## config.mk

```make
export PLATFORM = sky130hd
export DESIGN_NAME = lcd_cmd_decoder
export DESIGN_NICKNAME = d
export VERILOG_FILES = /design/src/design/lcd_pkg.sv /design/src/design/lcd_sync.sv /design/src/design/lcd_blink.sv /design/src/design/lcd_cmd_decoder.sv
export SDC_FILE = /design/constraint.sdc
export NUM_CORES = 1
export LEC_CHECK = 0
export CORE_ASPECT_RATIO = 1.2
export CORE_MARGIN = 8
export CORE_UTILIZATION = 46
export DETAILED_ROUTE_END_ITERATION = 7
export DONT_BUFFER_PORTS = 1
export PLACE_DENSITY = 0.58
export SYNTH_ARGS = -nofsm -noshare
export SYNTH_HDL_FRONTEND = slang
export SYNTH_SLANG_ARGS = --single-unit
```

## constraint.sdc

```tcl
create_clock -name clk -period 7.75 [get_ports clk]
set_clock_uncertainty 0.1 [all_clocks]
set_input_delay 0.3875 -clock clk [delete_from_list [all_inputs] [get_ports clk]]
set_output_delay 0.3875 -clock clk [all_outputs]
set_load 0.005 [all_outputs]
```

## src/design/lcd_pkg.sv

```systemverilog
// Package of command codes, field positions, reset values and timing counts for the LCD command decoder
package lcd_pkg;
   // Clock rate and blink timing
   localparam int CLK_HZ = 125000000;
   localparam int BLINK_SLOW_MS = 1000;
   localparam int BLINK_FAST_MS = 500;
   localparam int BLINK_SLOW_CYC = CLK_HZ / 1000 * BLINK_SLOW_MS;
   localparam int BLINK_FAST_CYC = CLK_HZ / 1000 * BLINK_FAST_MS;
   // Full command codes
   localparam logic [7:0] CMD_DISP_OFF = 8'hAE;
   localparam logic [7:0] CMD_ADC = 8'hA0;
   localparam logic [7:0] CMD_BIAS = 8'hA2;
   localparam logic [7:0] CMD_ALLON = 8'hA4;
   localparam logic [7:0] CMD_INVERT = 8'hA6;
   localparam logic [7:0] CMD_IND = 8'hAC;
   localparam logic [7:0] CMD_RMW = 8'hE0;
   localparam logic [7:0] CMD_RST = 8'hE2;
   localparam logic [7:0] CMD_NOP = 8'hE3;
   localparam logic [7:0] CMD_END = 8'hEE;
   localparam logic [7:0] CMD_EPOT = 8'h81;
   // Prefix codes
   localparam logic [1:0] PFX_START = 2'h1;
   localparam logic [3:0] PFX_PAGE = 4'hB;
   localparam logic [3:0] PFX_COL_HI = 4'h1;
   localparam logic [3:0] PFX_COL_LO = 4'h0;
   localparam logic [4:0] PFX_PWR = 5'h05;
   localparam logic [4:0] PFX_RES = 5'h04;
   localparam logic [4:0] PFX_COM = 5'h18;
   localparam logic [4:0] PFX_DRIVE = 5'h1A;
   localparam logic [3:0] PFX_TEST = 4'hF;
   // Field positions
   localparam int BIT_SEL = 0;
   localparam int BIT_DIR = 3;
   // Reset values
   localparam logic [5:0] RST_START = 6'h00;
   localparam logic [3:0] RST_PAGE = 4'h0;
   localparam logic [7:0] RST_COL = 8'h00;
   localparam logic [2:0] RST_RES = 3'h0;
   localparam logic [5:0] RST_EPOT = 6'h20;
   localparam logic [1:0] RST_IND = 2'h0;
   localparam logic [4:0] RST_LINES = 5'h00;
   // Indicator modes
   localparam logic [1:0] IND_OFF = 2'h0;
   localparam logic [1:0] IND_SLOW = 2'h1;
   localparam logic [1:0] IND_FAST = 2'h2;
   localparam logic [1:0] IND_ON = 2'h3;
   // Decoder lock states, Gray in the order listed
   typedef enum logic [1:0] {
      LCD_FREE = 2'b00,
      LCD_WAIT_IND = 2'b01,
      LCD_WAIT_LINES = 2'b11,
      LCD_WAIT_EPOT = 2'b10
   } lcd_lock_t;
   // Power states
   typedef enum logic [1:0] {
      LCD_RUN = 2'b00,
      LCD_STANDBY = 2'b01,
      LCD_SLEEP = 2'b11
   } lcd_pwr_t;
endpackage

```

## src/design/lcd_sync.sv

```systemverilog
// Two-flop synchroniser for a level from outside the clock domain
`timescale 1ns/100ps
`default_nettype none
module lcd_sync (
   // Clock and reset
   input wire logic clk,
   input wire logic reset,
   // Level in and out
   input wire logic din,
   output logic dout
);
   logic meta_q;
   // First flop feeds only the second
   always_ff @(posedge clk) begin
      if (reset) begin
         meta_q <= 1'b0;
         dout <= 1'b0;
      end else begin
         meta_q <= din;
         dout <= meta_q;
      end
   end
endmodule
`default_nettype wire

```

## src/design/lcd_blink.sv

```systemverilog
// Static indicator blink generator driven by a period in clock cycles
`timescale 1ns/100ps
`default_nettype none
module lcd_blink #(
   parameter int SLOW_CYC = 125000000,
   parameter int FAST_CYC = 62500000
) (
   // Clock and reset
   input wire logic clk,
   input wire logic reset,
   // Mode and running enable
   input wire logic [1:0] mode,
   input wire logic run,
   // Indicator drive level
   output logic ind_on
);
   import lcd_pkg::*;
   logic [31:0] cnt_q;
   logic phase_q;
   logic [31:0] limit;
   assign limit = (mode == IND_SLOW) ? 32'(SLOW_CYC - 1) : 32'(FAST_CYC - 1);
   // Toggle phase at the end of each interval
   always_ff @(posedge clk) begin
      if (reset || !run || mode == IND_OFF || mode == IND_ON) begin
         cnt_q <= 32'h0;
         phase_q <= 1'b1;
      end else if (cnt_q >= limit) begin
         cnt_q <= 32'h0;
         phase_q <= ~phase_q;
      end else begin
         cnt_q <= cnt_q + 32'h1;
      end
   end
   // Indicator output level
   always_ff @(posedge clk) begin
      if (reset) begin
         ind_on <= 1'b0;
      end else begin
         ind_on <= run && (mode == IND_ON || (mode != IND_OFF && phase_q));
      end
   end
endmodule
`default_nettype wire

```

## src/design/lcd_cmd_decoder.sv

```systemverilog
// Command decoder of a dot-matrix LCD driver: command, status and display data access
// Behaviour
// - Indicator register holds low two bits: off, slow blink, fast blink, steady
// - Drive method byte: D3 zero frame reversal, D3 one line reversal
// - After line reversal select, only the line count byte is accepted
// - Line count byte low five bits give one to thirty-two reversed lines
// - All-dots-on with D0 set while display off enters power save
// - Power save is standby with indicator enabled, sleep otherwise
// - Power save keeps memory and settings, host memory access still works
// - All-dots-on with D0 clear leaves power save
// - Sleep stops oscillator and supply, drive outputs held at ground
// - Standby stops supply and dynamic drive, oscillator and indicator run
// - Reset command in standby moves device into sleep
// - Upper nibble 1111 enters test only with test pin high; no-op exits
// - Select low read gives status nibble over zeros; select high reaches memory
// - Display on/off byte follows bit zero
// - Start line, page and column nibble address commands decode by prefix
// - Segment mapping forward or reverse by bit zero
// - Pixel polarity normal or inverted by bit zero
// - Show memory or force all dots on by bit zero
// - Bias ratio: bit zero clear higher ratio, set lower ratio
// - Read-modify-write: column advances on writes only; end byte restores column
// - Common scan direction forward or reverse by bit three
// - Supply circuit on/off and resistor ratio set by three-bit fields
// - After indicator enable, only the indicator register byte is accepted
`timescale 1ns/100ps
`default_nettype none
module lcd_cmd_decoder #(
   parameter int SLOW_CYC = lcd_pkg::BLINK_SLOW_CYC,
   parameter int FAST_CYC = lcd_pkg::BLINK_FAST_CYC,
   parameter int COL_W = 8
) (
   // Clock and reset
   input wire logic clk,
   input wire logic reset,
   // Host bus, one-cycle strobes
   input wire logic cmd_data_select,
   input wire logic wr_stb,
   input wire logic rd_stb,
   input wire logic [7:0] wr_data,
   output logic [7:0] rd_data,
   output logic rd_valid,
   // Pin from outside the clock domain
   input wire logic factory_test_enable_pin,
   // Display memory port
   input wire logic [7:0] mem_rd_data,
   output logic mem_wr,
   output logic mem_rd,
   output logic [7:0] mem_wr_data,
   output logic [3:0] mem_page,
   output logic [COL_W-1:0] mem_col,
   // Display settings
   output logic display_on,
   output logic [5:0] start_line,
   output logic seg_reverse,
   output logic pixel_invert,
   output logic all_dots_on,
   output logic bias_low,
   output logic common_reverse,
   output logic line_reversal,
   output logic [5:0] reversed_lines,
   output logic [2:0] supply_ctrl,
   output logic [2:0] resistor_ratio,
   output logic [5:0] contrast,
   // Power, drive and test control
   output logic osc_enable,
   output logic supply_enable,
   output logic dynamic_drive_enable,
   output logic outputs_grounded,
   output logic standby,
   output logic sleep,
   output logic test_mode,
   // Static indicator
   output logic [1:0] indicator_mode,
   output logic indicator_drive
);
   import lcd_pkg::*;

   lcd_lock_t lock_q;
   lcd_pwr_t pwr_q;
   logic test_pin_s;
   logic ind_en_q;
   logic rmw_q;
   logic [COL_W-1:0] col_q;
   logic [COL_W-1:0] rmw_col_q;
   logic [4:0] lines_q;
   logic cmd_wr;
   logic [7:0] c;
   logic free;
   logic soft_rst;

   // Test pin crosses into the clock domain
   lcd_sync u_sync (
      .clk(clk),
      .reset(reset),
      .din(factory_test_enable_pin),
      .dout(test_pin_s)
   );

   // Indicator blink keeps running in standby, stops in sleep
   lcd_blink #(
      .SLOW_CYC(SLOW_CYC),
      .FAST_CYC(FAST_CYC)
   ) u_blink (
      .clk(clk),
      .reset(reset),
      .mode(indicator_mode),
      .run(ind_en_q && pwr_q != LCD_SLEEP),
      .ind_on(indicator_drive)
   );

   // Command strobe and decode qualifiers
   assign cmd_wr = wr_stb && !cmd_data_select;
   assign c = wr_data;
   assign free = cmd_wr && lock_q == LCD_FREE && !test_mode;
   assign soft_rst = free && c == CMD_RST;

   // Lock sequencer for two-byte commands
   always_ff @(posedge clk) begin
      if (reset) begin
         lock_q <= LCD_FREE;
      end else if (cmd_wr) begin
         unique case (lock_q)
            LCD_FREE: begin
               if (!test_mode && c == (CMD_IND | 8'h01)) begin
                  lock_q <= LCD_WAIT_IND;
               end else if (!test_mode && c[7:4] == PFX_DRIVE[4:1] && c[BIT_DIR]) begin
                  lock_q <= LCD_WAIT_LINES;
               end else if (!test_mode && c == CMD_EPOT) begin
                  lock_q <= LCD_WAIT_EPOT;
               end
            end
            LCD_WAIT_IND: lock_q <= LCD_FREE;
            LCD_WAIT_LINES: lock_q <= LCD_FREE;
            LCD_WAIT_EPOT: lock_q <= LCD_FREE;
         endcase
      end
   end

   // Second bytes of two-byte commands
   always_ff @(posedge clk) begin
      if (reset) begin
         indicator_mode <= RST_IND;
         lines_q <= RST_LINES;
         contrast <= RST_EPOT;
         ind_en_q <= 1'b0;
      end else if (cmd_wr && lock_q == LCD_WAIT_IND) begin
         indicator_mode <= c[1:0];
      end else if (cmd_wr && lock_q == LCD_WAIT_LINES) begin
         lines_q <= c[4:0];
      end else if (cmd_wr && lock_q == LCD_WAIT_EPOT) begin
         contrast <= c[5:0];
      end else if (soft_rst) begin
         indicator_mode <= RST_IND;
         contrast <= RST_EPOT;
         ind_en_q <= 1'b0;
      end else if (free && c[7:1] == CMD_IND[7:1]) begin
         ind_en_q <= c[BIT_SEL];
      end
   end
   assign reversed_lines = {1'b0, lines_q} + 6'h01;

   // Single-byte mode settings, kept across power save
   always_ff @(posedge clk) begin
      if (reset) begin
         display_on <= 1'b0;
         seg_reverse <= 1'b0;
         pixel_invert <= 1'b0;
         all_dots_on <= 1'b0;
         bias_low <= 1'b0;
         common_reverse <= 1'b0;
         line_reversal <= 1'b0;
         supply_ctrl <= 3'h0;
      end else if (soft_rst) begin
         common_reverse <= 1'b0;
      end else if (free) begin
         if (c[7:1] == CMD_DISP_OFF[7:1]) display_on <= c[BIT_SEL];
         if (c[7:1] == CMD_ADC[7:1]) seg_reverse <= c[BIT_SEL];
         if (c[7:1] == CMD_INVERT[7:1]) pixel_invert <= c[BIT_SEL];
         if (c[7:1] == CMD_ALLON[7:1]) all_dots_on <= c[BIT_SEL];
         if (c[7:1] == CMD_BIAS[7:1]) bias_low <= c[BIT_SEL];
         if (c[7:4] == PFX_COM[4:1]) common_reverse <= c[BIT_DIR];
         if (c[7:4] == PFX_DRIVE[4:1]) line_reversal <= c[BIT_DIR];
         if (c[7:3] == PFX_PWR) supply_ctrl <= c[2:0];
      end
   end

   // Address settings and resistor ratio
   always_ff @(posedge clk) begin
      if (reset || soft_rst) begin
         start_line <= RST_START;
         mem_page <= RST_PAGE;
         resistor_ratio <= RST_RES;
      end else if (free) begin
         if (c[7:6] == PFX_START) start_line <= c[5:0];
         if (c[7:4] == PFX_PAGE) mem_page <= c[3:0];
         if (c[7:3] == PFX_RES) resistor_ratio <= c[2:0];
      end
   end

   // Column address, nibble writes and read-modify-write stepping
   always_ff @(posedge clk) begin
      if (reset || soft_rst) begin
         col_q <= RST_COL[COL_W-1:0];
         rmw_col_q <= RST_COL[COL_W-1:0];
         rmw_q <= 1'b0;
      end else if (free && c[7:4] == PFX_COL_HI) begin
         col_q <= {c[3:0], col_q[3:0]};
      end else if (free && c[7:4] == PFX_COL_LO) begin
         col_q <= {col_q[7:4], c[3:0]};
      end else if (free && c == CMD_RMW) begin
         rmw_q <= 1'b1;
         rmw_col_q <= col_q;
      end else if (free && c == CMD_END) begin
         rmw_q <= 1'b0;
         col_q <= rmw_col_q;
      end else if (wr_stb && cmd_data_select) begin
         col_q <= col_q + COL_W'(1);
      end else if (rd_stb && cmd_data_select && !rmw_q) begin
         col_q <= col_q + COL_W'(1);
      end
   end
   assign mem_col = col_q;

   // Power save entry, exit and reset-to-sleep
   always_ff @(posedge clk) begin
      if (reset) begin
         pwr_q <= LCD_RUN;
      end else if (free) begin
         if (c == (CMD_ALLON | 8'h01) && !display_on && pwr_q == LCD_RUN) begin
            pwr_q <= ind_en_q ? LCD_STANDBY : LCD_SLEEP;
         end else if (c == CMD_ALLON) begin
            pwr_q <= LCD_RUN;
         end else if (c == CMD_RST && pwr_q == LCD_STANDBY) begin
            pwr_q <= LCD_SLEEP;
         end
      end
   end

   // Power state outputs
   assign standby = pwr_q == LCD_STANDBY;
   assign sleep = pwr_q == LCD_SLEEP;
   assign osc_enable = !sleep;
   assign supply_enable = pwr_q == LCD_RUN;
   assign dynamic_drive_enable = pwr_q == LCD_RUN;
   assign outputs_grounded = pwr_q != LCD_RUN;

   // Factory test mode entry and exit
   always_ff @(posedge clk) begin
      if (reset) begin
         test_mode <= 1'b0;
      end else if (cmd_wr && lock_q == LCD_FREE) begin
         if (test_mode && (c == CMD_NOP || c == CMD_RST)) begin
            test_mode <= 1'b0;
         end else if (c[7:4] == PFX_TEST && test_pin_s) begin
            test_mode <= 1'b1;
         end
      end
   end

   // Memory port works in every power state
   assign mem_wr = wr_stb && cmd_data_select;
   assign mem_rd = rd_stb && cmd_data_select;
   always_ff @(posedge clk) begin
      if (reset) begin
         mem_wr_data <= 8'h00;
      end else if (wr_stb && cmd_data_select) begin
         mem_wr_data <= wr_data;
      end
   end

   // Read answer: status nibble or memory data, one cycle after the strobe
   always_ff @(posedge clk) begin
      if (reset) begin
         rd_data <= 8'h00;
         rd_valid <= 1'b0;
      end else begin
         rd_valid <= rd_stb;
         if (rd_stb && !cmd_data_select) begin
            rd_data <= {rmw_q, !display_on, soft_rst, pwr_q != LCD_RUN, 4'h0};
         end else if (rd_stb) begin
            rd_data <= mem_rd_data;
         end
      end
   end
endmodule
`default_nettype wire

```

Word level (Yosys, flattened, before mapping). Cells that the tools add are included.

Multiplexer cells: 29. Add/sub/neg operators: 3. Bitwise logic cells: 7. Reductions and logical operators: 81. Order comparisons: 1. Equality and inequality tests: 36.

Operators with widths (number): equality test 8 bit (second input constant) (8); 2-to-1 mux 8 bit (8); equality test 7 bit (second input constant) (6); AND reduction 3 bit (13); adder 32 x 1 -> 32 bit (second input constant) (1); >= comparator 32 bit (1); logical AND 1 bit (28); 2-to-1 mux 27 bit (1); 2-to-1 mux 2 bit (11); equality test 4 bit (second input constant) (4); AND reduction 2 bit (8); nonzero test 2 bit (8); 2-to-1 mux 6 bit (2); != test 2 bit (second input constant) (6); equality test 5 x 3 -> 1 bit (second input constant) (2); adder 8 x 1 -> 8 bit (second input constant) (1); equality test 2 x 1 -> 1 bit (second input constant) (4); equality test 2 bit (second input constant) (4); nonzero test 4 bit (2); inverter 1 bit (7); adder 5 x 1 -> 6 bit (second input constant) (1); logical NOT 1 bit (6); logical NOT 2 bit (3); logical OR 1 bit (6); other kinds (9) (16).

Output and inout port bits: 72. Bits in registers: 112.

Logic depth before layout (Yosys ltp). Gate-level depths: netlist of the first run.

Word-level depth: 9. Mapped depth: 12.

Hierarchy. Synthesis of the first run repeated with hierarchy kept, for this count alone.

Cell total of the unflattened synthesis: 619. Area total of the unflattened synthesis: 5385.2 um2.

By module, submodules not included: lcd_cmd_decoder (cells each 420, area each 3608.5 um2, times used 1, seq. area each 1521.5 um2); lcd_blink (cells each 195, area each 1724.2 um2, times used 1, seq. area each 680.7 um2); lcd_sync (cells each 4, area each 52.6 um2, times used 1, seq. area each 40.0 um2).

Least setup slack after synthesis of the first run. OpenSTA, ideal clock, no wires.

Path type: flip-flop to flip-flop. Start point: register indicator_mode[1]. End point: register u_blink.cnt_q[10]. Buffers on the path: 3. Period minus slack after synthesis: 2.963 ns. Library setup time: 0.065 ns. Data arrival time: 2.798 ns. Cell stages (with the launch flop): 12. Required time: 7.585 ns. Slack: 4.787 ns. Cells stage by stage: dfxtp_1 > nand2b_1 > buf_2 > inv_1 > ha_1 > a21o_1 > maj3_1 > a221o_1 > a2111o_1 > buf_2 > buf_1 > nor2_1.

Longest elaborated chain between the ends: 4.

Ends and longest elaborated chain: start, declared (line lcd_cmd_decoder.sv:74) `output logic [1:0] indicator_mode,`; start signal, assigned (line lcd_cmd_decoder.sv:148) `indicator_mode <= c[1:0];`; equality test 2 x 1 -> 1 bit / logical NOT 2 bit (equally long branches) (line lcd_blink.sv:21, lcd_blink.sv:24); 2-to-1 mux 27 bit / logical OR 1 bit (equally long branches) (line lcd_blink.sv:21, lcd_blink.sv:24); >= comparator 32 bit / logical OR 1 bit (equally long branches) (line lcd_blink.sv:27, lcd_blink.sv:24); OR reduction 2 bit (no source line) *; end signal, assigned (line lcd_blink.sv:31) `cnt_q <= cnt_q + 32'h1;`; end, declared (line lcd_blink.sv:18) `logic [31:0] cnt_q;`.

Every way passes the cells marked *; elsewhere a longest branch is shown, timed or not. A chain may end at the register's enable or synchronous reset.

Final worst setup path of the first run.
Start point: register indicator_mode[1]. End point: register u_blink.cnt_q[21].

Same word-level chain as after synthesis.

==> impl_metrics.prom, run 1 <==
# TYPE chip_impl_metric gauge
chip_impl_metric{name="synth.mux.area_fraction",unit=""} 0.0815
chip_impl_metric{name="drive_gt1_frac",unit=""} 0.0465
chip_impl_info{name="rsz0062_at_grt",value="false"} 1
chip_impl_metric{name="route.detailed.drc",unit=""} 0
chip_impl_metric{name="pnr_worst_setup_slack",unit="ns"} 4.25
chip_impl_metric{name="starting_density_of_the_core",unit=""} 0.463
chip_impl_metric{name="route.vias.total",unit=""} 4205
chip_impl_metric{name="wirelength",unit="µm"} 13000
chip_impl_metric{name="synth.avg_cell_area",unit="µm²"} 8.60
chip_impl_info{name="outcome",value="complete, no violations"} 1
chip_impl_metric{name="yosys_warnings",unit=""} 0
chip_impl_metric{name="layout.cell_area.non_filler",unit="µm²"} 5700
chip_impl_metric{name="power.share.clock",unit=""} 0.438
chip_impl_metric{name="port-buffer-count",unit=""} 0
chip_impl_metric{name="max-cap-violations",unit=""} 0
chip_impl_metric{name="numClockSinks",unit=""} 112
chip_impl_metric{name="flow.area_growth_from_synthesis",unit="%"} 8.01
chip_impl_metric{name="cts_buffer_depth",unit=""} 2
chip_impl_metric{name="global_route.overflow_total",unit=""} 0
chip_impl_metric{name="grt_util_all_layers",unit=""} 0.175
chip_impl_info{name="min_to",value="contrast[4]"} 1
chip_impl_metric{name="cp_data_required_time",unit="ns"} 7.92
chip_impl_info{name="tritoncts",value="built"} 1
chip_impl_metric{name="worst-slew-pin-transition",unit="ns"} 0.904
chip_impl_metric{name="crit_arrival",unit="ns"} 3.67
chip_impl_metric{name="layout.core_utilization",unit=""} 0.500
chip_impl_metric{name="setup_viol",unit=""} 0
chip_impl_info{name="critPathTopFamily",value="compound AO/OA/AOI/OAI gates"} 1
chip_impl_metric{name="share_comb_of_total_power",unit=""} 0.040
chip_impl_metric{name="placement.setup.worst_slack",unit="ns"} 4.30
chip_impl_metric{name="timing.critical_path.depth",unit=""} 8
chip_impl_metric{name="p_sw_frac",unit=""} 0.213
chip_impl_metric{name="htreeDepth",unit=""} 3
chip_impl_metric{name="worstHoldPathCells",unit=""} 1
chip_impl_metric{name="r2r_setup_slack",unit="ns"} 4.25
chip_impl_metric{name="timing.setup.tns",unit="ns"} 0
chip_impl_metric{name="finalCritPeriodShare",unit=""} 0.452
chip_impl_metric{name="internal_power",unit="µW"} 901
chip_impl_metric{name="wl_per_cell",unit="µm"} 17.2
chip_impl_metric{name="worst_path_largest_cell_delay",unit="ns"} 0.75
chip_impl_info{name="critical_path.cell_chain",value="nand2b_1 > inv_1 > ha_1 > a21o_1 > maj3_1 > a221o_1 > a2111o_1 > nor2_1"} 1
chip_impl_metric{name="insertedDiodeCount",unit=""} 0
chip_impl_metric{name="reg2reg_depth",unit=""} 8
chip_impl_metric{name="die_h",unit="µm"} 133
chip_impl_metric{name="fmax",unit="MHz"} 286
chip_impl_metric{name="asyncSetResetFlopFracSynth",unit=""} 0
chip_impl_metric{name="ir_worst_vdd",unit="mV"} 0.121
chip_impl_metric{name="place.detailed.hpwl",unit="µm"} 9310
chip_impl_metric{name="finalHoldViolCount",unit=""} 0
chip_impl_metric{name="crit_fanout",unit=""} 28
chip_impl_info{name="rr_startpoint",value="indicator_mode[1]"} 1
chip_impl_metric{name="seq_area_frac_synth",unit=""} 0.425
chip_impl_metric{name="maxSlewHeadroom",unit=""} 0.397
chip_impl_metric{name="die_outline_area",unit="µm²"} 15200
chip_impl_metric{name="grt_start_max_net_pins",unit=""} 50
chip_impl_metric{name="boundaryPins",unit=""} 94
chip_impl_info{name="layout.cells.most_common",value="dfxtp_1"} 1
chip_impl_metric{name="cts_made_buffers",unit=""} 9
chip_impl_info{name="ys.flop_type",value="dfxtp_1"} 1
chip_impl_metric{name="synthDistinctLibCells",unit=""} 61
chip_impl_info{name="launch_point_of_the_worst_path",value="indicator_mode[1]"} 1
chip_impl_info{name="start_kind",value="flop"} 1
chip_impl_metric{name="cellPowerDensity",unit="nW/µm²"} 201
chip_impl_metric{name="grt_antenna_before_repair",unit=""} 0
chip_impl_metric{name="nNetsFinal",unit=""} 631
chip_impl_metric{name="cp_buf_inv_count",unit=""} 1
chip_impl_metric{name="floorplan.die.width",unit="µm"} 114
chip_impl_metric{name="gpl.final_weighted_congestion",unit=""} 0.854
chip_impl_metric{name="vias_per_cell",unit=""} 5.54
chip_impl_metric{name="synth_xor_area_frac",unit=""} 0.0597
chip_impl_info{name="worstSetupPathType",value="flop to flop"} 1
chip_impl_metric{name="synthAdderAreaFrac",unit=""} 0.0322
chip_impl_metric{name="drtAntennaViolNets",unit=""} 0
chip_impl_metric{name="power.share.sequential",unit=""} 0.522
chip_impl_metric{name="synth_seq_cells",unit=""} 112
chip_impl_metric{name="max_slew_vio_count",unit=""} 0
chip_impl_metric{name="power.leakage",unit="µW"} 0.00209
chip_impl_metric{name="grt_pass1_vias",unit=""} 4094
chip_impl_info{name="synth_top_family_by_area",value="simple AND/OR/NAND/NOR gates"} 1
chip_impl_info{name="class_of_the_worst_hold_path",value="input port to flop"} 1
chip_impl_metric{name="first_iter_violations",unit=""} 178
chip_impl_info{name="slowest_cp_cell",value="a2111o_1"} 1
chip_impl_metric{name="synth.cell_area",unit="µm²"} 5280
chip_impl_metric{name="synth_compound_area_frac",unit=""} 0.110
chip_impl_info{name="cp-end-kind",value="flop"} 1
chip_impl_metric{name="period_needed",unit="ns"} 3.50
chip_impl_info{name="worstHoldStart",value="reset"} 1
chip_impl_metric{name="synth_simple_gate_area_share",unit=""} 0.249
chip_impl_metric{name="placed_cell_area",unit="µm²"} 5340
chip_impl_info{name="r2r-end",value="u_blink.cnt_q[21]"} 1
chip_impl_metric{name="drt_first_pass_iters",unit=""} 4
chip_impl_metric{name="insertion_delay",unit="ns"} 0.35
chip_impl_metric{name="rows",unit=""} 43
chip_impl_info{name="most_frequent_cells_in_the_layout",value="dfxtp_1 (112), nor2_1 (105), nand2_1 (47)"} 1
chip_impl_metric{name="p_sw",unit="µW"} 244
chip_impl_metric{name="fin_total_pwr",unit="µW"} 1150
chip_impl_info{name="clockRootBuffer",value="clkbuf_16"} 1
chip_impl_metric{name="placeableCoreArea",unit="µm²"} 11400
chip_impl_metric{name="cts.clk_slew.worst_paths",unit="ns"} 0.07
chip_impl_metric{name="synth_enable_flop_cells",unit=""} 0
chip_impl_metric{name="synth_cells",unit=""} 614
chip_impl_metric{name="wire_length_of_the_first_global_routing_pass",unit="µm"} 21300
worst max-delay path by stage:
stage | to | slack, ns
after floorplan | u_blink.cnt_q[10] | 4.79
after global routing | u_blink.cnt_q[21] | 4.03
after detailed placement | u_blink.cnt_q[1] | 4.30
final | u_blink.cnt_q[21] | 4.25
after CTS | u_blink.cnt_q[21] | 4.23
after global placement | u_blink.cnt_q[27] | 4.39
power by group through the flow:
stage,Combinational (µW),Sequential (µW),Clock [µW]
final,46.1,597,502
after global routing,52.4,598,539
after CTS,45.1,598,514
after detailed placement,44.0,611,0
after global placement,43.0,611,0
after floorplan,47.5,607,0
cells by family after synthesis:
kind of cell	after synthesis
xor gates and xnor gates	36
muxes	42
AOI/OAI and AO/OA	85
adders and majority gates	14
DFF	112
other	1
buffers and inverters	52
and+or+nand+nor	272
layer usage:
metal,share of wire,track usage,vias up
met1,0.41,0.196,1994
met2,0.50,0.303,95
met5,0,0,-
met4,0.018,0.0608,0
li1,-,-,2099
met3,0.069,0.0589,17
cell type report:
class / count / area, µm²
clock buffer: 12 / 246
inverter: 15 / 56.3
clock inverter: 4 / 77.6
sequential: 112 / 2240
tap: 157 / 196
timing repair buffer: 6 / 55.1
fill: 1143 / 5700
multi-input combinational: 453 / 2830
repair_timing:
item                                    CTS  global route
endpoints found under the setup margin    0             0
buffers inserted                          0             0
hold buffers                              2             2
hold endpoints to repair                  2             3
resized for setup                         0             0
Yosys cell counts (7+ instances only):
cell type / number / share of area
mux2i_1: 40 / 0.076
nor4_1: 7 / 0.0083
dfxtp_1: 112 / 0.42
ha_1: 12 / 0.028
nor2_1: 105 / 0.075
o21ai_0: 11 / 0.010
nand2_1: 47 / 0.033
nand2b_1: 13 / 0.015
nand3_1: 29 / 0.027
nand4_1: 10 / 0.012
nor2b_1: 8 / 0.0095
inv_1: 14 / 0.010
xnor2_1: 13 / 0.022
xor2_1: 23 / 0.038
clkbuf_1: 24 / 0.017
and3_1: 9 / 0.011
nor3_1: 15 / 0.014
a21oi_1: 27 / 0.026
a211oi_1: 7 / 0.010
stage by stage:
step,cells,hold slack [ns]
after floorplan,617,0.314
after global placement,739,0.326
after detailed placement,739,0.336
after CTS,757,0.00151
after global routing,759,-0.00240
final,759,0.0272
sequential cells by signal, summed over array words and instances, names as in the netlist, 2 cells and up:
name and flops:
pwr_q 2, mem_col 8, lock_q 2, indicator_mode 2, resistor_ratio 3, start_line 6
rd_data 8, supply_ctrl 3, lines_q 5, mem_page 4, u_blink.cnt_q 32, mem_wr_data 8
contrast 6, rmw_col_q 8
No activity file was read; power rests on OpenSTA's default activity.
==> run 2: changes to the inputs <==
--- a/config.mk
+++ b/config.mk
@@ -5,12 +5,13 @@
 export SDC_FILE = /design/constraint.sdc
 export NUM_CORES = 1
 export LEC_CHECK = 0
+export ABC_AREA = 1
 export CORE_ASPECT_RATIO = 1.2
 export CORE_MARGIN = 8
 export CORE_UTILIZATION = 46
 export DETAILED_ROUTE_END_ITERATION = 7
 export DONT_BUFFER_PORTS = 1
-export PLACE_DENSITY = 0.58
+export PLACE_DENSITY = 0.6
 export SYNTH_ARGS = -nofsm -noshare
 export SYNTH_HDL_FRONTEND = slang
 export SYNTH_SLANG_ARGS = --single-unit
==> constraint.sdc (replaced) <==
create_clock -name clk -period 3.2 [get_ports clk]
set_clock_uncertainty 0.1 [all_clocks]
set_input_delay 0.16 -clock clk [delete_from_list [all_inputs] [get_ports clk]]
set_output_delay 0.16 -clock clk [all_outputs]
set_load 0.005 [all_outputs]
==> impl_metrics.prom, run 2 <==
# TYPE chip_impl_metric gauge
chip_impl_metric{name="max-cap-violations",unit=""} 0
chip_impl_metric{name="synth_cells",unit=""} 799
chip_impl_info{name="most_frequent_cells_in_the_layout",value="nand2_1 (173), dfxtp_1 (112), inv_1 (101)"} 1
chip_impl_metric{name="synth_seq_cells",unit=""} 112
chip_impl_metric{name="drt_first_pass_iters",unit=""} 5
chip_impl_info{name="register_name_with_the_most_flops",value="u_blink.cnt_q"} 1
chip_impl_metric{name="wire_length_of_the_first_global_routing_pass",unit="µm"} 25200
chip_impl_metric{name="port-buffer-count",unit=""} 0
chip_impl_metric{name="crit_arrival",unit="ns"} 3.07
chip_impl_metric{name="grt_pass1_vias",unit=""} 4922
chip_impl_info{name="start_kind",value="input port"} 1
chip_impl_metric{name="timing.setup.tns",unit="ns"} 0
chip_impl_info{name="yosysTopAreaCell",value="dfxtp_1"} 1
chip_impl_metric{name="floorplan.die.width",unit="µm"} 118
chip_impl_info{name="rsz0062_at_grt",value="false"} 1
chip_impl_metric{name="yosys_warnings",unit=""} 0
chip_impl_metric{name="grt_util_all_layers",unit=""} 0.190
chip_impl_metric{name="synth.avg_cell_area",unit="µm²"} 7.17
chip_impl_metric{name="vias_per_cell",unit=""} 5.22
chip_impl_metric{name="max_slew_vio_count",unit=""} 0
chip_impl_metric{name="cts.clk_slew.worst_paths",unit="ns"} 0.08
chip_impl_metric{name="global_route.overflow_total",unit=""} 0
chip_impl_metric{name="place.detailed.hpwl",unit="µm"} 11400
chip_impl_metric{name="placed_cell_area",unit="µm²"} 5800
chip_impl_metric{name="rows",unit=""} 44
chip_impl_metric{name="wirelength",unit="µm"} 15600
chip_impl_metric{name="layout.cell_area.non_filler",unit="µm²"} 6380
chip_impl_metric{name="synth.cell_area",unit="µm²"} 5730
chip_impl_metric{name="htreeDepth",unit=""} 3
chip_impl_metric{name="boundaryPins",unit=""} 94
chip_impl_info{name="netlist_top_cells_area",value="dfxtp_1 (39%), nand2_1 (11%), inv_1 (6.6%), a21oi_1 (5.9%), nor2_1 (5.2%)"} 1
chip_impl_metric{name="synth_enable_flop_cells",unit=""} 0
chip_impl_metric{name="finalCritPeriodShare",unit=""} 0.917
chip_impl_metric{name="grt_antenna_before_repair",unit=""} 0
chip_impl_metric{name="wl_per_cell",unit="µm"} 15.8
chip_impl_metric{name="cts_made_buffers",unit=""} 9
chip_impl_info{name="layout.cells.most_common",value="nand2_1"} 1
chip_impl_metric{name="asyncSetResetFlopFracSynth",unit=""} 0
chip_impl_metric{name="fmax",unit="MHz"} 341
chip_impl_metric{name="maxSlewHeadroom",unit=""} 0.433
chip_impl_metric{name="crit_fanout",unit=""} 8
chip_impl_info{name="outcome",value="complete, no violations"} 1
chip_impl_metric{name="insertion_delay",unit="ns"} 0.35
chip_impl_metric{name="cellPowerDensity",unit="nW/µm²"} 445
chip_impl_metric{name="num-fill-cells",unit=""} 1220
chip_impl_metric{name="starting_density_of_the_core",unit=""} 0.473
chip_impl_metric{name="cp_data_required_time",unit="ns"} 3.34
chip_impl_metric{name="period_needed",unit="ns"} 2.93
chip_impl_info{name="ys.flop_type",value="dfxtp_1"} 1
chip_impl_info{name="tritoncts",value="built"} 1
chip_impl_metric{name="numClockSinks",unit=""} 112
chip_impl_info{name="synth_cell_count_leaders",value="nand2_1 (173), dfxtp_1 (112), inv_1 (101)"} 1
chip_impl_metric{name="worstHoldPathCells",unit=""} 3
chip_impl_metric{name="drive_gt1_frac",unit=""} 0.0945
chip_impl_info{name="post-synth-top-count-cell",value="nand2_1"} 1
chip_impl_metric{name="seq_area_frac_synth",unit=""} 0.391
chip_impl_metric{name="placeableCoreArea",unit="µm²"} 12100
chip_impl_metric{name="first_iter_violations",unit=""} 268
chip_impl_info{name="clockRootBuffer",value="clkbuf_16"} 1
chip_impl_metric{name="grt_start_max_net_pins",unit=""} 29
chip_impl_metric{name="worst-slew-pin-transition",unit="ns"} 0.844
chip_impl_metric{name="flow.area_growth_from_synthesis",unit="%"} 11.3
chip_impl_metric{name="post-synth-top-area-fraction",unit=""} 0.391
chip_impl_metric{name="cts_buffer_depth",unit=""} 2
chip_impl_metric{name="route.vias.total",unit=""} 5143
chip_impl_info{name="worstSetupPathType",value="input port to flop"} 1
chip_impl_metric{name="power.leakage",unit="µW"} 0.00265
chip_impl_metric{name="insertedDiodeCount",unit=""} 0
chip_impl_metric{name="reg2reg_depth",unit=""} 9
chip_impl_metric{name="synthDistinctLibCells",unit=""} 46
chip_impl_metric{name="ir_worst_vdd",unit="mV"} 0.236
chip_impl_metric{name="setup_viol",unit=""} 0
chip_impl_info{name="cp-end-kind",value="flop"} 1
chip_impl_info{name="class_of_the_worst_hold_path",value="input port to flop"} 1
chip_impl_metric{name="route.detailed.drc",unit=""} 0
chip_impl_metric{name="nNetsFinal",unit=""} 854
chip_impl_metric{name="finalHoldViolCount",unit=""} 0
chip_impl_metric{name="largest_register_ffs",unit=""} 32
chip_impl_metric{name="drtAntennaViolNets",unit=""} 0
chip_impl_metric{name="die_h",unit="µm"} 138
chip_impl_metric{name="gpl.final_weighted_congestion",unit=""} 0.889
chip_impl_metric{name="die_outline_area",unit="µm²"} 16300
run 2: timing repair:
item	CTS	global route
buffers inserted	0	0
gates resized for setup	0	0
endpoints found under the hold margin	52	0
hold buffers	27	0
run 2: final cells by class:
class,instances,area [µm²],share of cell area
Multi-Input combinational cell,559,2930,0.459
Sequential cell,112,2240,0.352
Inverter,110,418,0.0655
Timing Repair Buffer,28,278,0.0435
Clock buffer,10,239,0.0375
Tap cell,161,201,0.0316
Clock inverter,6,72.6,0.0114
run 2: kinds of logic after synthesis:
kind of cell	Yosys count	share of synthesized area
flip-flops	112	0.391
other	1	0.000655
XOR/XNOR	21	0.0321
adder cells (fa/ha/maj)	12	0.0262
AO/OA/AOI/OAI	131	0.125
AND/OR/NAND/NOR	391	0.325
buffers and inverters	131	0.0996
run 2: per-layer routing:
layer	share of wire	wire, µm	global-route usage
met4	0.027	422	0.0770
met2	0.51	7980	0.344
met5	0	0	0
met1	0.40	6280	0.205
met3	0.059	916	0.0505
run 2: worst paths after layout:
| check | startpoint | end | slack, ns |
|---|---|---|---|
| hold / removal | reset | u_blink.ind_on | 0.01 |
| setup reg to reg | lock_q[1] | seg_reverse | 0.55 |
| hold reg to reg | u_sync.meta_q | u_sync.dout | 0.31 |
| setup / recovery | wr_data[2] | seg_reverse | 0.27 |
run 2: worst max-delay path, stage by stage:
cell,delay (ns)
dlygate4sd3_1,0.68
inv_4,0.17
nand2_1,0.18
nor3_4,0.42
nor2_4,0.10
nand3_1,0.10
dlygate4sd3_1,0.57
a21oi_1,0.07
dlygate4sd3_1,0.61
run 2: power by group:
| part | internal [µW] | switching (µW) | leakage (µW) | total, µW |
|---|---|---|---|---|
| clock network | 641 | 536 | 0.000151 | 1180 |
| registers | 1420 | 29.9 | 0.000909 | 1450 |
| logic | 72.7 | 136 | 0.00159 | 208 |
run 2: through the flow:
stage | worst slack [ns] | std cells | power (µW) | util | hold WS (ns)
2_1_floorplan | 1.18 | 802 | 1630 | - | 0.167
3_3_place_gp | 0.858 | 943 | 1650 | 0.479 | 0.132
3_5_place_dp | 0.792 | 943 | 1660 | 0.479 | 0.134
4_1_cts | 0.373 | 986 | 2870 | 0.527 | 0.00462
5_1_grt | 0.222 | 986 | 2960 | 0.527 | 0.0156
6_report | 0.267 | 986 | 2840 | 0.527 | 0.0144
==> run 3: changes to the inputs <==
--- a/config.mk
+++ b/config.mk
@@ -9,6 +9,7 @@
 export CORE_ASPECT_RATIO = 1.2
 export CORE_MARGIN = 8
 export CORE_UTILIZATION = 46
+export CTS_BUF_LIST = sky130_fd_sc_hd__clkbuf_8
 export DETAILED_ROUTE_END_ITERATION = 7
 export DONT_BUFFER_PORTS = 1
 export PLACE_DENSITY = 0.6
==> impl_metrics.prom, run 3 (synthesis results as in run 2) <==
# TYPE chip_impl_metric gauge
chip_impl_metric{name="first_iter_violations",unit=""} 254
chip_impl_info{name="cp-end-kind",value="flop"} 1
chip_impl_info{name="start_kind",value="flop"} 1
chip_impl_metric{name="boundaryPins",unit=""} 94
chip_impl_metric{name="vias_per_cell",unit=""} 5.19
chip_impl_metric{name="reg2reg_depth",unit=""} 14
chip_impl_info{name="launch_point_of_the_worst_path",value="indicator_mode[0]"} 1
chip_impl_info{name="most_frequent_cells_in_the_layout",value="nand2_1 (173), dfxtp_1 (112), inv_1 (101)"} 1
chip_impl_metric{name="grt_antenna_before_repair",unit=""} 1
chip_impl_metric{name="numClockSinks",unit=""} 112
chip_impl_metric{name="cts_buffer_depth",unit=""} 2
chip_impl_metric{name="nNetsFinal",unit=""} 853
chip_impl_metric{name="gpl.final_weighted_congestion",unit=""} 0.889
chip_impl_info{name="layout.cells.most_common",value="nand2_1"} 1
chip_impl_metric{name="timing.setup.tns",unit="ns"} 0
chip_impl_metric{name="power.leakage",unit="µW"} 0.00259
chip_impl_metric{name="max-cap-violations",unit=""} 0
chip_impl_metric{name="wl_per_cell",unit="µm"} 15.8
chip_impl_metric{name="ir_worst_vdd",unit="mV"} 0.227
chip_impl_info{name="rr_startpoint",value="indicator_mode[0]"} 1
chip_impl_metric{name="place.detailed.hpwl",unit="µm"} 11400
chip_impl_metric{name="finalCritPeriodShare",unit=""} 0.758
chip_impl_metric{name="cp_data_required_time",unit="ns"} 3.40
chip_impl_metric{name="max_slew_vio_count",unit=""} 0
chip_impl_info{name="class_of_the_worst_hold_path",value="input port to flop"} 1
chip_impl_metric{name="port-buffer-count",unit=""} 0
chip_impl_metric{name="hold-worst-slack",unit="ns"} 0.0211
chip_impl_metric{name="drtAntennaViolNets",unit=""} 0
chip_impl_metric{name="crit_fanout",unit=""} 26
chip_impl_metric{name="wirelength",unit="µm"} 15600
chip_impl_metric{name="drt_first_pass_iters",unit=""} 5
chip_impl_metric{name="largest_register_ffs",unit=""} 32
chip_impl_metric{name="grt_start_max_net_pins",unit=""} 29
chip_impl_metric{name="floorplan.die.width",unit="µm"} 118
chip_impl_metric{name="htreeDepth",unit=""} 3
chip_impl_info{name="worstSetupPathType",value="flop to flop"} 1
chip_impl_metric{name="fmax",unit="MHz"} 412
chip_impl_metric{name="flow.area_growth_from_synthesis",unit="%"} 9.43
chip_impl_metric{name="starting_density_of_the_core",unit=""} 0.473
chip_impl_info{name="outcome",value="complete, no violations"} 1
chip_impl_metric{name="grt_pass1_vias",unit=""} 4900
chip_impl_info{name="timing.critical_path.to",value="u_blink.cnt_q[6]"} 1
chip_impl_metric{name="finalHoldViolCount",unit=""} 0
chip_impl_metric{name="worst-slew-pin-transition",unit="ns"} 0.856
chip_impl_metric{name="die_outline_area",unit="µm²"} 16300
chip_impl_info{name="critical_path.cell_chain",value="inv_2 > nor2_1 > ha_1 > nand2_1 > nand2_1 > nand2_1 > nand2_1 > nand2_1 > nand2_1 > nor2_1 > nand2_1 > nand2_2 > nand3_4 > a21oi_1"} 1
chip_impl_metric{name="die_h",unit="µm"} 138
chip_impl_metric{name="rows",unit=""} 44
chip_impl_metric{name="insertion_delay",unit="ns"} 0.38
chip_impl_info{name="rsz0062_at_grt",value="false"} 1
chip_impl_metric{name="global_route.overflow_total",unit=""} 0
chip_impl_info{name="slowest_cp_cell",value="dfxtp_1"} 1
chip_impl_info{name="clockRootBuffer",value="clkbuf_8"} 1
chip_impl_metric{name="route.vias.total",unit=""} 5121
chip_impl_metric{name="cts.clk_slew.worst_paths",unit="ns"} 0.11
chip_impl_info{name="r2r-end",value="u_blink.cnt_q[6]"} 1
chip_impl_metric{name="grt_util_all_layers",unit=""} 0.189
chip_impl_metric{name="cellPowerDensity",unit="nW/µm²"} 411
chip_impl_info{name="top_cell_by_count_worst_path",value="nand2_1"} 1
chip_impl_metric{name="wire_length_of_the_first_global_routing_pass",unit="µm"} 25200
chip_impl_metric{name="placeableCoreArea",unit="µm²"} 12100
chip_impl_metric{name="setup_viol",unit=""} 0
chip_impl_metric{name="period_needed",unit="ns"} 2.43
chip_impl_info{name="register_name_with_the_most_flops",value="u_blink.cnt_q"} 1
chip_impl_metric{name="maxSlewHeadroom",unit=""} 0.427
chip_impl_info{name="tritoncts",value="built"} 1
chip_impl_metric{name="cts_made_buffers",unit=""} 9
chip_impl_metric{name="crit_arrival",unit="ns"} 2.63
chip_impl_metric{name="r2r_setup_slack",unit="ns"} 0.77
chip_impl_metric{name="drive_gt1_frac",unit=""} 0.0947
chip_impl_metric{name="route.detailed.drc",unit=""} 0
chip_impl_metric{name="worst_path_largest_cell_delay",unit="ns"} 0.56
-- run 3: cell count changes in the layout (fill, tap and decap cells not counted), sizes merged --
cell,delta
dlygate4sd3,-1
diode,+1
-- run 3: area by class of cell --
class,count,area (µm²)
fillers,1242,5840
multi-input cells,559,2930
flip-flops and latches,112,2240
inverters,110,418
repair buffers,27,268
well taps,161,201
clock buffers,10,138
clock inverters,6,72.6
diodes,1,2.50
-- run 3: where the power goes --
part	switching, µW	total (µW)	leakage [µW]	internal [µW]
combinational	139	213	0.00158	73.7
clock	515	910	0.000104	396
sequential	29.9	1450	0.000909	1420
total	684	2580	0.00259	1890
-- run 3: worst max-delay path: cells and delay by family (launching register included) --
| family | cells | cell delay, ns |
|---|---|---|
| AOI/OAI and AO/OA | 1 | 0.22 |
| adders and majority gates | 1 | 0.30 |
| buffers and inverters | 1 | 0.06 |
| DFF | 1 | 0.56 |
| and+or+nand+nor | 11 | 1.08 |
-- run 3: how the worst min path moves through the flow --
stage,from,endpoint,slack (ns),depth (start not counted)
floorplan,factory_test_enable_pin,u_sync.meta_q,0.17,2
global placement,reset,rd_data[5],0.13,1
detailed placement,reset,rd_data[6],0.13,1
CTS,wr_data[1],mem_page[1],0.002,2
global route,wr_data[5],test_mode,0.03,4
finish,wr_data[1],resistor_ratio[1],0.02,2
-- run 3: per-layer routing --
| metal | vias up | GRT usage | routed length (µm) |
|---|---|---|---|
| met4 | 0 | 0.0878 | 519 |
| met3 | 33 | 0.0464 | 834 |
| met2 | 111 | 0.339 | 7830 |
| met1 | 2362 | 0.203 | 6370 |
| li1 | 2615 | - | - |
| met5 | - | 0 | 0 |
-- run 3: metrics by stage --
stage / area [µm²] / total power, µW / util / setup WS (ns) / std cells
floorplan: 5740 / 1630 / - / 1.18 / 802
global placement: 5800 / 1650 / 0.479 / 0.858 / 943
detailed placement: 5800 / 1660 / 0.479 / 0.792 / 943
CTS: 6270 / 2600 / 0.517 / 0.757 / 985
global route: 6270 / 2680 / 0.518 / 0.460 / 986
finish: 6270 / 2580 / 0.518 / 0.775 / 986
-- run 3: timing repair --
action	CTS	global route
resized for setup	0	0
buffers inserted	0	0
endpoints found under the hold margin	56	0
hold buffers	26	0
